### src/include/ivp_cfg.svh
// Constants for the interrupt vector and priority block.
`ifndef IVP_CFG_SVH
`define IVP_CFG_SVH
`define IVP_NREQ 24
`define IVP_LVL_BASE 16'h0079
`define IVP_LVL_NREG 6
`define IVP_LVL_RST 8'hff
`define IVP_VEC_TOP 16'hfffa
`define IVP_UNUSED_A 11
`define IVP_UNUSED_B 17
`define IVP_UNUSED_C 21
`define IVP_RD_UNMAPPED 8'h00
`endif

### src/include/ivp_pkg.sv
// Types for the interrupt vector and priority block.
package ivp_pkg;
    // Request lines from the peripherals, all on the system clock.
    typedef struct packed {
        logic [7:0] ext_irq;
        logic uart_sio;
        logic ctim0_lo;
        logic ctim0_hi;
        logic lin_rx;
        logic lin_tx;
        logic ppg1_lo;
        logic ppg1_hi;
        logic ppg0_hi;
        logic ppg0_lo;
        logic ctim1_hi;
        logic ppg16;
        logic i2c;
        logic adc;
        logic tbt;
        logic watch;
        logic ctim1_lo;
        logic flash;
    } ivp_src_t;
    // Byte access from the CPU core to the level-setting registers.
    typedef struct packed {
        logic wr;
        logic [15:0] addr;
        logic [7:0] wdata;
    } ivp_acc_t;
    // Winning request presented to the CPU core.
    typedef struct packed {
        logic valid;
        logic [4:0] num;
        logic [1:0] level;
        logic [15:0] vec_hi;
        logic [15:0] vec_lo;
    } ivp_win_t;
endpackage : ivp_pkg

### src/rtl/ivp_top.sv
// Interrupt request mapping, level registers and priority resolution.
`timescale 1ns/100ps
`include "ivp_cfg.svh"
// Overview of operation
// - Each of requests 0 to 23 has a two-bit level field and equal levels resolve to the lowest request number.
// - Compound timer 0 raises request 5 for its lower half and request 6 for its upper half.
// - Compound timer 1 raises request 14 for its upper half and request 22 for its lower half.
// - Pulse generator 1 maps lower to 9 and upper to 10, pulse generator 0 maps upper to 12 and lower to 13.
// - Reading an unimplemented address gives the fixed value 0x00.
// - Six level registers from 0x79 to 0x7e hold four fields each and reset to all ones.
module ivp_top (
    input wire logic clk,
    input wire logic nrst,
    input wire logic ce,
    input ivp_pkg::ivp_src_t src,
    input ivp_pkg::ivp_acc_t acc,
    output logic [7:0] rdata,
    output ivp_pkg::ivp_win_t win
);
    import ivp_pkg::*;

    logic rst_meta_ff;
    logic rst_n_ff;
    logic [`IVP_LVL_NREG-1:0][7:0] lvl_ff;
    logic [`IVP_NREQ-1:0] req;
    logic [3:0] ext_req;
    logic [`IVP_NREQ*2-1:0] lvl_flat;
    ivp_win_t nxt_win;
    logic [7:0] nxt_rdata;

    // Release of the asynchronous reset is retimed so no flop sees a runt edge.
    always_ff @(posedge clk or negedge nrst) begin
        if (!nrst) begin
            rst_meta_ff <= 1'b0;
            rst_n_ff <= 1'b0;
        end else begin
            rst_meta_ff <= 1'b1;
            rst_n_ff <= rst_meta_ff;
        end
    end

    // Level field of request n, four fields packed per byte.
    function automatic logic [1:0] lvl_of(input logic [`IVP_NREQ*2-1:0] f, input int n);
        lvl_of = f[2*n +: 2];
    endfunction : lvl_of

    // Register index hit by an address, or -1 when outside the level block.
    function automatic int lvl_idx(input logic [15:0] a);
        if (a >= `IVP_LVL_BASE && a < `IVP_LVL_BASE + 16'(`IVP_LVL_NREG)) begin
            lvl_idx = int'(a - `IVP_LVL_BASE);
        end else begin
            lvl_idx = -1;
        end
    endfunction : lvl_idx

    assign lvl_flat = lvl_ff;

    // shared external channels
    // Channels n and n+4 share one request, so either one raising it is enough.
    for (genvar g = 0; g < 4; g++) begin : g_ext
        assign ext_req[g] = src.ext_irq[g] | src.ext_irq[g+4];
    end

    // Source to request number mapping; unused numbers are tied low.
    always_comb begin
        req = '0;
        req[3:0] = ext_req;
        req[4] = src.uart_sio;
        req[5] = src.ctim0_lo;
        req[6] = src.ctim0_hi;
        req[7] = src.lin_rx;
        req[8] = src.lin_tx;
        req[9] = src.ppg1_lo;
        req[10] = src.ppg1_hi;
        req[12] = src.ppg0_hi;
        req[13] = src.ppg0_lo;
        req[14] = src.ctim1_hi;
        req[15] = src.ppg16;
        req[16] = src.i2c;
        req[18] = src.adc;
        req[19] = src.tbt;
        req[20] = src.watch;
        req[22] = src.ctim1_lo;
        req[23] = src.flash;
    end

    // Level registers; writes outside the block are dropped since software never makes them.
    always_ff @(posedge clk or negedge rst_n_ff) begin
        if (!rst_n_ff) begin
            lvl_ff <= {`IVP_LVL_NREG{`IVP_LVL_RST}};
        end else if (ce && acc.wr && lvl_idx(acc.addr) >= 0) begin
            lvl_ff[lvl_idx(acc.addr)] <= acc.wdata;
        end
    end

    // Read data; any other address returns a fixed filler the CPU must not rely on.
    always_comb begin
        if (lvl_idx(acc.addr) >= 0) begin
            nxt_rdata = lvl_ff[lvl_idx(acc.addr)];
        end else begin
            nxt_rdata = `IVP_RD_UNMAPPED;
        end
    end

    always_ff @(posedge clk or negedge rst_n_ff) begin
        if (!rst_n_ff) begin
            rdata <= 8'h00;
        end else if (ce) begin
            rdata <= nxt_rdata;
        end
    end

    // Pick the lowest level value; strict compare keeps the lower number on a tie.
    always_comb begin
        nxt_win = '0;
        for (int n = 0; n < `IVP_NREQ; n++) begin
            if (req[n] && (!nxt_win.valid || lvl_of(lvl_flat, n) < nxt_win.level)) begin
                nxt_win.valid = 1'b1;
                nxt_win.num = 5'(n);
                nxt_win.level = lvl_of(lvl_flat, n);
            end
        end
        // descending two-byte vectors
        // An idle output carries no vector, so the core never sees a stale address.
        if (nxt_win.valid) begin
            nxt_win.vec_hi = `IVP_VEC_TOP - 16'({nxt_win.num, 1'b0});
            nxt_win.vec_lo = nxt_win.vec_hi + 16'h0001;
        end
    end

    // The winner is registered so the CPU samples a stable vector for a whole cycle.
    always_ff @(posedge clk or negedge rst_n_ff) begin
        if (!rst_n_ff) begin
            win <= '0;
        end else if (ce) begin
            win <= nxt_win;
        end
    end

    property p_tie_low_num;
        @(posedge clk) disable iff (!rst_n_ff)
        (ce && req[1] && req[2] && req[0] == 1'b0 && lvl_of(lvl_flat, 1) == lvl_of(lvl_flat, 2)
            && lvl_of(lvl_flat, 1) == 2'h0) |=> (win.valid && win.num == 5'h01);
    endproperty
    a_tie_low_num: assert property (p_tie_low_num) else $error("Tie not won by lower number.");

    property p_ctim0_hi;
        @(posedge clk) disable iff (!rst_n_ff)
        (ce && src.ctim0_hi && req[5:0] == 6'h00 && lvl_of(lvl_flat, 6) == 2'h0)
            |=> (win.num == 5'h06 && win.vec_hi == 16'hffee);
    endproperty
    a_ctim0_hi: assert property (p_ctim0_hi) else $error("Timer 0 upper not request 6.");

    property p_ctim1_lo;
        @(posedge clk) disable iff (!rst_n_ff)
        (ce && src.ctim1_lo && req[21:0] == 22'h0 && lvl_of(lvl_flat, 22) == 2'h0)
            |=> (win.num == 5'h16 && win.vec_lo == 16'hffcf);
    endproperty
    a_ctim1_lo: assert property (p_ctim1_lo) else $error("Timer 1 lower not request 22.");

    property p_ppg0_lo;
        @(posedge clk) disable iff (!rst_n_ff)
        (ce && src.ppg0_lo && req[12:0] == 13'h0 && lvl_of(lvl_flat, 13) == 2'h0)
            |=> (win.num == 5'h0d);
    endproperty
    a_ppg0_lo: assert property (p_ppg0_lo) else $error("Pulse gen 0 lower not request 13.");

    property p_ppg1_hi;
        @(posedge clk) disable iff (!rst_n_ff)
        (ce && src.ppg1_hi && req[9:0] == 10'h000 && lvl_of(lvl_flat, 10) == 2'h0)
            |=> (win.num == 5'h0a && win.vec_hi == 16'hffe6);
    endproperty
    a_ppg1_hi: assert property (p_ppg1_hi) else $error("Pulse gen 1 upper not request 10.");

    property p_rd_lvl;
        @(posedge clk) disable iff (!rst_n_ff)
        (ce && !acc.wr && acc.addr == `IVP_LVL_BASE) |=> (rdata == $past(lvl_ff[0]));
    endproperty
    a_rd_lvl: assert property (p_rd_lvl) else $error("Level register read mismatch.");

    property p_lvl_reset;
        @(posedge clk) disable iff (!rst_n_ff)
        $rose(rst_n_ff) |-> (lvl_ff == {`IVP_LVL_NREG{`IVP_LVL_RST}});
    endproperty
    a_lvl_reset: assert property (p_lvl_reset) else $error("Level registers not all ones.");

    property p_ext_share;
        @(posedge clk) disable iff (!rst_n_ff)
        (ce && src.ext_irq[4] && lvl_of(lvl_flat, 0) == 2'h0) |=> (win.valid && win.num == 5'h00);
    endproperty
    a_ext_share: assert property (p_ext_share) else $error("Channel 4 not on request 0.");

    property p_unused;
        @(posedge clk) disable iff (!rst_n_ff)
        win.valid |-> (win.num != 5'h0b && win.num != 5'h11 && win.num != 5'h15
            && win.vec_hi == 16'hfffa - 16'({win.num, 1'b0}));
    endproperty
    a_unused: assert property (p_unused) else $error("Unused request won or bad vector.");

    // With no request the output must go fully quiet, vectors included.
    property p_idle;
        @(posedge clk) disable iff (!rst_n_ff)
        (ce && req == '0) |=> (!win.valid && win.vec_hi == 16'h0000 && win.vec_lo == 16'h0000);
    endproperty
    a_idle: assert property (p_idle) else $error("Idle output not cleared.");

    // Clock enable low must freeze the winner, the read data and the levels.
    property p_ce_hold;
        @(posedge clk) disable iff (!rst_n_ff)
        !ce |=> ($stable(win) && $stable(rdata) && $stable(lvl_ff));
    endproperty
    a_ce_hold: assert property (p_ce_hold) else $error("State moved while enable low.");
endmodule : ivp_top

### config.mk
export PLATFORM = sky130hd
export DESIGN_NAME = ivp_top
export DESIGN_NICKNAME = d
export VERILOG_FILES = /design/src/include/ivp_pkg.sv /design/src/rtl/ivp_top.sv
export VERILOG_INCLUDE_DIRS = /design/src /design/src/include
export SDC_FILE = /design/constraint.sdc
export NUM_CORES = 1
export LEC_CHECK = 0
export BUFFER_PORTS_ARGS = -buffer_cell sky130_fd_sc_hd__buf_2
export CAP_MARGIN = 40
export CORE_ASPECT_RATIO = 0.75
export CORE_MARGIN = 4
export CORE_UTILIZATION = 47
export CTS_CLUSTER_SIZE = 24
export DETAILED_ROUTE_END_ITERATION = 16
export MAX_ROUTING_LAYER = met4
export PLACE_DENSITY = 0.73
export SLEW_MARGIN = 5
export SYNTH_ARGS = -nofsm -noshare
export SYNTH_HDL_FRONTEND = slang
export SYNTH_SLANG_ARGS = --single-unit
### constraint.sdc
create_clock -name clk -period 4.8 [get_ports clk]
set_clock_uncertainty 0.2 [all_clocks]
set_input_delay 0.96 -clock clk [delete_from_list [all_inputs] [get_ports clk]]
set_output_delay 0.96 -clock clk [all_outputs]
set_load 0.005 [all_outputs]
# Word-level counts from Yosys, hierarchy flattened

Cells that the tools add are included.

Flip-flop bits (word level): 98
Output and inout bits: 48
Bits of input ports: 53

Muxes and demuxes: 32
Bitwise gates (word level): 4
Add/sub/neg operators: 3
Reduce and logical (&&, ||, !) cells: 64
Magnitude comparators: 26

Operator list:

| operator                                                               | count |
|---|---|
| 8-bit 2-to-1 mux                                                       | 25 |
| 32-bit 2-to-1 mux                                                      | 4 |
| 32-bit by 1-bit >= comparator with 1-bit output, second input constant | 2 |
| 32-bit by 5-bit < comparator with 1-bit output, second input constant  | 2 |
| 48-bit bitwise mux                                                     | 1 |
| 2-bit < comparator                                                     | 20 |
| 8-bit binary-select mux with 3-bit select                              | 1 |
| 8-bit demux with 3-bit select                                          | 1 |
| 1-bit logical AND                                                      | 24 |
| 1-bit logical NOT                                                      | 20 |
| 1-bit logical OR                                                       | 20 |
| 16-bit by 7-bit subtractor with 17-bit output, second input constant   | 1 |
| 16-bit by 7-bit >= comparator with 1-bit output, second input constant | 1 |
| 16-bit by 7-bit < comparator with 1-bit output, second input constant  | 1 |
| 8-bit by 2-bit adder with 9-bit output, second input constant          | 1 |
| 4-bit by 7-bit subtractor with 8-bit output, first input constant      | 1 |
| 1-bit OR                                                               | 4 |

# Depth between registers and ports, before layout

Gate-level depths: netlist of run 1.

Depth in word-level cells: 85
Depth in mapped cells: 35

# Worst setup path after synthesis of run 1

Ideal clock, no wire load.

Path kind: input port to flip-flop
Start: in src[21] in the netlist's numbering
End: reg win[4] in the netlist's numbering
Arrival: 6.958 ns
Path slack: -2.480 ns
Stages: 33
Path through: o21ai_0 > ha_1 > o21ba_2 > a21bo_2 > a21oi_1 > o311ai_0 > a31oi_1 > o21ai_2 > nand3_1 > a31oi_1 > o211ai_2 > o2111ai_2 > nand3_1 > a41oi_2 > and3_1 > o21ai_0 > a31oi_1 > mux2_2 > inv_1 > ha_1 > o21ai_0 > nand2_1 > o31ai_2 > o21ai_0 > ha_1 > nor2_1 > o21a_1 > a21oi_2 > nand3_2 > ha_1 > inv_1 > nand3_1 > a32o_1

RTL lines:

| what                 | line           | source |
|---|---|---|
| start, declared      | ivp_top.sv:15  | `input ivp_pkg::ivp_src_t src,` |
| end signal, assigned | ivp_top.sv:136 | `win <= nxt_win;` |
| end, declared        | ivp_top.sv:18  | `output ivp_pkg::ivp_win_t win` |

==> impl_metrics.toml, run 1 <==
[outcome]
status = "complete, but fails checks"
violations = "negative setup slack"

[die]
initial_core_util = 0.490
rows = 34
core_area_um2 = 11800
die_w_um = 136
dieArea_um2 = 14200
die_y_um = 104
ioPinCount = 101

[worst_setup_path]
max_stage_delay_ns = 0.35
reg2reg_slack_ns = -1.86
worst_setup_path_start_kind = "primary input"
critPathBufInv = 4
arrival_ns = 6.86
cp.required_ns = 4.82
crit_end = "win[4]"
crit_cells = 35
crit_family = "compound AO/OA/AOI/OAI gates"
cpMaxStageDelayCell = "mux2_4"
timing.rr.end = "win[4]"
end_kind = "flip-flop"
critPathKind = "primary input to flip-flop"
reg2reg_depth = 34
setup.worst_path.start = "src[21]"
reg2reg_from = "lvl_ff[1]"
critical_path.max_fanout = 4

[cts]
cts.clk_slew.worst_paths_ns = 0.06
cts-htree-levels = 3
clk_path_buf_depth = 2
cts_tree = "done"
clockRootBuffer = "clkbuf_16"
worstSkewPairLatency_ns = 0.34
cts_buffers = 9
hold_buffers = 0
clock_sinks = 72

[cells_and_area]
diodes = 0
drive_above_1_share = 0.511
fin_cells = 1125
finalCoreUtilization = 0.722
nNetsFinal = 1019
area_growth_pct = 47.3

[synthesis]
synth_top_area_cell = "dfstp_2"
seq_area_frac_synth = 0.321
synth_common_cells = "nand2_1, o21ai_0, nor2_1, dfstp_2"
yosysWarnings = 0
async_flop_share = 1.00
syn_area_per_cell_um2 = 8.41
synthSimpleGateAreaFrac = 0.191
syn-instance-count = 689
synth_flop_cell = "dfstp_2"
yosys.area_share.xor_xnor = 0.00151
yosys-top-cells-area = "dfstp_2, dfrtp_1, mux2_2"
syn_area_um2 = 5790
synth_fa_ha_area_frac = 0.0261
synth_edf_count = 0
synth_top_area_frac = 0.218
synth_top_family_by_area = "compound AO/OA/AOI/OAI gates"
ys_ff_latch = 72
synth_cell_types = 84
post-synth-top-count-cell = "nand2_1"
syn-num-nets = 750
synthMuxAreaShare = 0.0892
synth_compound_area_frac = 0.298

[route]
initialDrtViolationCount = 712
first_pass_iters = 5
vias = 6851
drc = 0
antenna_left = 0
wirelength_um = 22100
wl_per_cell_um = 19.7
viasPerCell = 6.09

[global_route]
grt_pass1_wl_um = 34500
antenna_found_initial = 0
gr-total-overflow = 0
grt_max_degree = 71
grt_pass1_vias = 6644
grt_usage = 0.312

[place]
io_buffers = 99
dpl_worst_slack_ns = -2.85
gp_congestion = 0.978
place_inst = 1075
dp_hpwl_um = 16000

[pwr]
p_leak_nw = 3.92
peakVddDrop_uv = 307
power_density_nw_per_um2 = 168

[timing]
setup_slack_ns = -2.04
setup_viol = 12
rsz0062_at_grt = "true"
slew_violations = 0
hold_viol = 0
slew_headroom = 0.443
fin_tns_setup_ns = -21.94
fin_crit_sh = 1.42
period_minus_slack_ns = 6.84
fmax_mhz = 146
tightest_slew_ns = 0.835

[min_path]
min_path_type = "flip-flop to flip-flop"

[job]
drv_cap = 0
[routing by layer]
layer	wire length, um	global-route usage	vias up
met3	2440	0.0899	58
met2	9940	0.463	405
met4	512	0.0777	0
met1	9230	0.421	3303
met5	0	-	-
li1	-	-	3085
[sequential cells by signal (all words and copies together), names as in the netlist]
signal and count:
lvl_ff 48, win 14, rdata 8, rst_meta_ff 1, rst_n_ff 1
[repair_timing]
item                       in CTS  in global routing
pin swaps                      43                 33
setup buffers                  22                 11
cloned                          1                  0
gates resized for setup        72                 23
setup endpoints to repair      14                 14
[worst min path at each step]
stage	to	slack (ns)	depth (start not counted)	start
finish	rst_n_ff	0.16	0	rst_meta_ff
global route	rst_meta_ff	0.18	1	nrst
CTS	rst_n_ff	0.17	0	rst_meta_ff
detailed placement	rst_n_ff	0.15	0	rst_meta_ff
global placement	rst_n_ff	0.14	0	rst_meta_ff
floorplan	rst_n_ff	0.13	0	rst_meta_ff
[metrics by stage]
step                      instance area, um^2  hold slack (ns)  power [W]
after global routing                     8540            0.176    0.00149
after global placement                   7560            0.143   0.000808
after CTS                                8330            0.165    0.00144
final                                    8540            0.165    0.00144
after floorplan                          5870            0.131   0.000724
after detailed placement                 7560            0.149   0.000814
[report_power, final]
part           switching [W]  internal (W)
registers         0.00000798      0.000618
logic               0.000112     0.0000856
clock network       0.000263      0.000351
[area by class of cell]
type	instances	area, um^2
tap	162	203
multi-input combinational	535	3990
fill	910	3290
clock buffer	10	229
sequential	72	1860
clock inverter	6	45.0
timing repair buffer	299	2040
inverter	41	159
[kinds of logic after synthesis]
logic type | after synthesis
AOI/OAI and AO/OA | 248
xor gates and xnor gates | 1
adders and majority gates | 13
buffers and inverters | 83
DFF | 72
muxes | 47
other | 2
and+or+nand+nor | 223
[worst register-to-register path, delay by kind of cell (launching register included)]
kind	cells	cell delay, ns
AOI/OAI and AO/OA	17	3.04
and+or+nand+nor	9	1.24
muxes	1	0.35
buffers and inverters	3	0.30
adders and majority gates	4	0.88
DFF	1	0.55
[placed cells by master, fill, tap and decap left out, drive strengths merged, types with 11 or more instances in the layout]
| master | instances |
|---|---|
| o21ai | 72 |
| nand3 | 26 |
| nand2 | 70 |
| nor2b | 11 |
| o211ai | 19 |
| buf | 299 |
| dfstp | 48 |
| nor3 | 13 |
| mux2 | 37 |
| inv | 41 |
| nand2b | 13 |
| dfrtp | 24 |
| o22ai | 13 |
| a21oi | 43 |
| nor2 | 50 |
Note: power is estimated with default switching activity, not from simulation.
==> run 2: changes to the inputs <==
--- a/config.mk
+++ b/config.mk
@@ -6,6 +6,7 @@
 export SDC_FILE = /design/constraint.sdc
 export NUM_CORES = 1
 export LEC_CHECK = 0
+export ABC_AREA = 1
 export BUFFER_PORTS_ARGS = -buffer_cell sky130_fd_sc_hd__buf_2
 export CAP_MARGIN = 40
 export CORE_ASPECT_RATIO = 0.75
==> impl_metrics.toml, run 2 <==
[cells_and_area]
largest_reg_flops = 48
nNetsFinal = 1237
largestRegisters = "lvl_ff: 48 flops, win: 14 flops, rdata: 8 flops"
drive_above_1_share = 0.467
final_common_cell = "buf_4"
diodes = 0
area_growth_pct = 55.7
final_cell_mix = "buf_4, nand2_1, inv_1"
finalCoreUtilization = 0.747
final_cell_area_um2 = 8680
largest-register = "lvl_ff"

[pwr]
p_leak_nw = 4.32
peakVddDrop_uv = 363
power_density_nw_per_um2 = 528
p_int_w = 0.00259
clkPwrFrac = 0.138
p_sw_frac = 0.436
power_frac_seq = 0.150
combPwrFrac = 0.712
switching_power_w = 0.00200

[synthesis]
seq_area_frac_synth = 0.334
post-synth-top-count-cell = "nand2_1"
synth_top_area_frac = 0.226
yosys-top-cells-area = "dfstp_2, nand2_1, dfrtp_1"
synth_flop_cell = "dfstp_2"
syn_area_per_cell_um2 = 6.41
yosysWarnings = 0
synth_common_cells = "nand2_1, inv_1, nand3_1, o21ai_0, nor2_1"
syn_area_um2 = 5570
synth_top_area_cell = "dfstp_2"
syn-instance-count = 869
syn-num-nets = 930
async_flop_share = 1.00
ys_ff_latch = 72
synth_edf_count = 0
synth_cell_types = 36

[route]
initialDrtViolationCount = 826
wl_per_cell_um = 16.6
drc = 0
vias = 7208
viasPerCell = 5.37
antenna_left = 0
first_pass_iters = 6
wirelength_um = 22300

[worst_setup_path]
max_stage_delay_ns = 0.29
arrival_ns = 12.51
critPathKind = "primary input to flip-flop"
cpMaxStageDelayCell = "ha_1"
critPathBufInv = 12
worst_setup_path_start_kind = "primary input"
crit_family = "simple AND/OR/NAND/NOR gates"
crit_path_frequent_cell = "nand2_2"
cp.required_ns = 4.82
end_kind = "flip-flop"
reg2reg_slack_ns = -7.42
critical_path.max_fanout = 5

[timing]
fin_tns_setup_ns = -95.72
hold_viol = 0
setup_viol = 14
fin_crit_sh = 2.60
tightest_slew_ns = 0.817
slew_violations = 0
fmax_mhz = 80.1
slew_headroom = 0.455
setup_slack_ns = -7.68
rsz0062_at_grt = "true"
period_minus_slack_ns = 12.48

[cts]
cts.clk_slew.worst_paths_ns = 0.07
cts-htree-levels = 3
clk_path_buf_depth = 2
cts_tree = "done"
cts_buffers = 9
clock_sinks = 72
clockRootBuffer = "clkbuf_16"
worstSkewPairLatency_ns = 0.35

[job]
drv_cap = 0

[min_path]
min_path_type = "flip-flop to asynchronous set/reset pin"

[global_route]
grt_pass1_vias = 6071
grt_pass1_wl_um = 30300
gr-total-overflow = 0
antenna_found_initial = 0
grt_usage = 0.286
grt_max_degree = 60

[die]
die_y_um = 102
dieArea_um2 = 13700
ioPinCount = 101
rows = 34
initial_core_util = 0.480
core_area_um2 = 11600
die_w_um = 134

[place]
gp_congestion = 0.935
dp_hpwl_um = 12700
placed_cell_area_um2 = 7070
io_buffers = 99

[outcome]
violations = "negative setup slack"
status = "complete, but fails checks"
run 2: logic make-up (layout without fill, tap and decap cells):
logic type,count (synthesis),count (layout),share of synthesized area
xor+xnor,1,1,0.00157
flops,72,72,0.334
simple gates,483,483,0.382
compound gates,130,130,0.127
buf+inv,173,485,0.136
other cells,2,2,0.00135
fa+ha+maj,8,8,0.0180
run 2: cell type report:
type	instances	area, um^2
clock buffers	9	225
flip-flops and latches	72	1860
repair buffers	335	2380
inverters	134	527
fillers	804	2940
clock inverters	7	48.8
multi-input cells	624	3430
well taps	162	203
run 2: timing repair:
| action | 4_1_cts | 5_1_grt |
|---|---|---|
| buffers inserted | 74 | 33 |
| hold buffers | 1 | 0 |
| gates cloned | 0 | 0 |
| endpoints found under the setup margin | 14 | 14 |
| pin swaps | 23 | 120 |
| endpoints found under the hold margin | 5 | 0 |
| resized for setup | 42 | 116 |
run 2: worst paths after layout:
| path | endpoint | from | cells after the start |
|---|---|---|---|
| max in group asynchronous | rdata[2] | rst_n_ff | 1 |
| worst max-delay path | win[4] | src[17] | 130 |
| worst min-delay path | lvl_ff[25] | rst_n_ff | 0 |
| worst min register to register | lvl_ff[25] | rst_n_ff | 0 |
| min in group clk | rst_n_ff | rst_meta_ff | 0 |
| worst max register to register | win[4] | lvl_ff[1] | 127 |
run 2: power by group through the flow:
| stage | Sequential [W] | Combinational (W) | Clock, W |
|---|---|---|---|
| CTS | 0.000686 | 0.00236 | 0.000630 |
| global route | 0.000696 | 0.00348 | 0.000659 |
| detailed placement | 0.000695 | 0.00199 | 0 |
| floorplan | 0.000708 | 0.00121 | 0 |
| finish | 0.000688 | 0.00327 | 0.000631 |
| global placement | 0.000695 | 0.00194 | 0 |
run 2: metrics by stage:
step	hold slack (ns)	power [W]	cells	setup WS, ns
after floorplan	0.131	0.00192	869	-5.89
after global placement	-0.0549	0.00264	1220	-6.53
after detailed placement	-0.0548	0.00268	1220	-6.94
after CTS	0.139	0.00367	1311	-6.49
after global routing	0.142	0.00484	1343	-8.57
final	0.125	0.00459	1343	-7.68
run 2: per-layer routing:
layer	GRT usage	wire length [um]	vias up
li1	-	-	3365
met1	0.396	8800	3245
met2	0.433	9910	474
met3	0.0423	2400	124
met4	0.0964	1190	0
met5	-	0	-
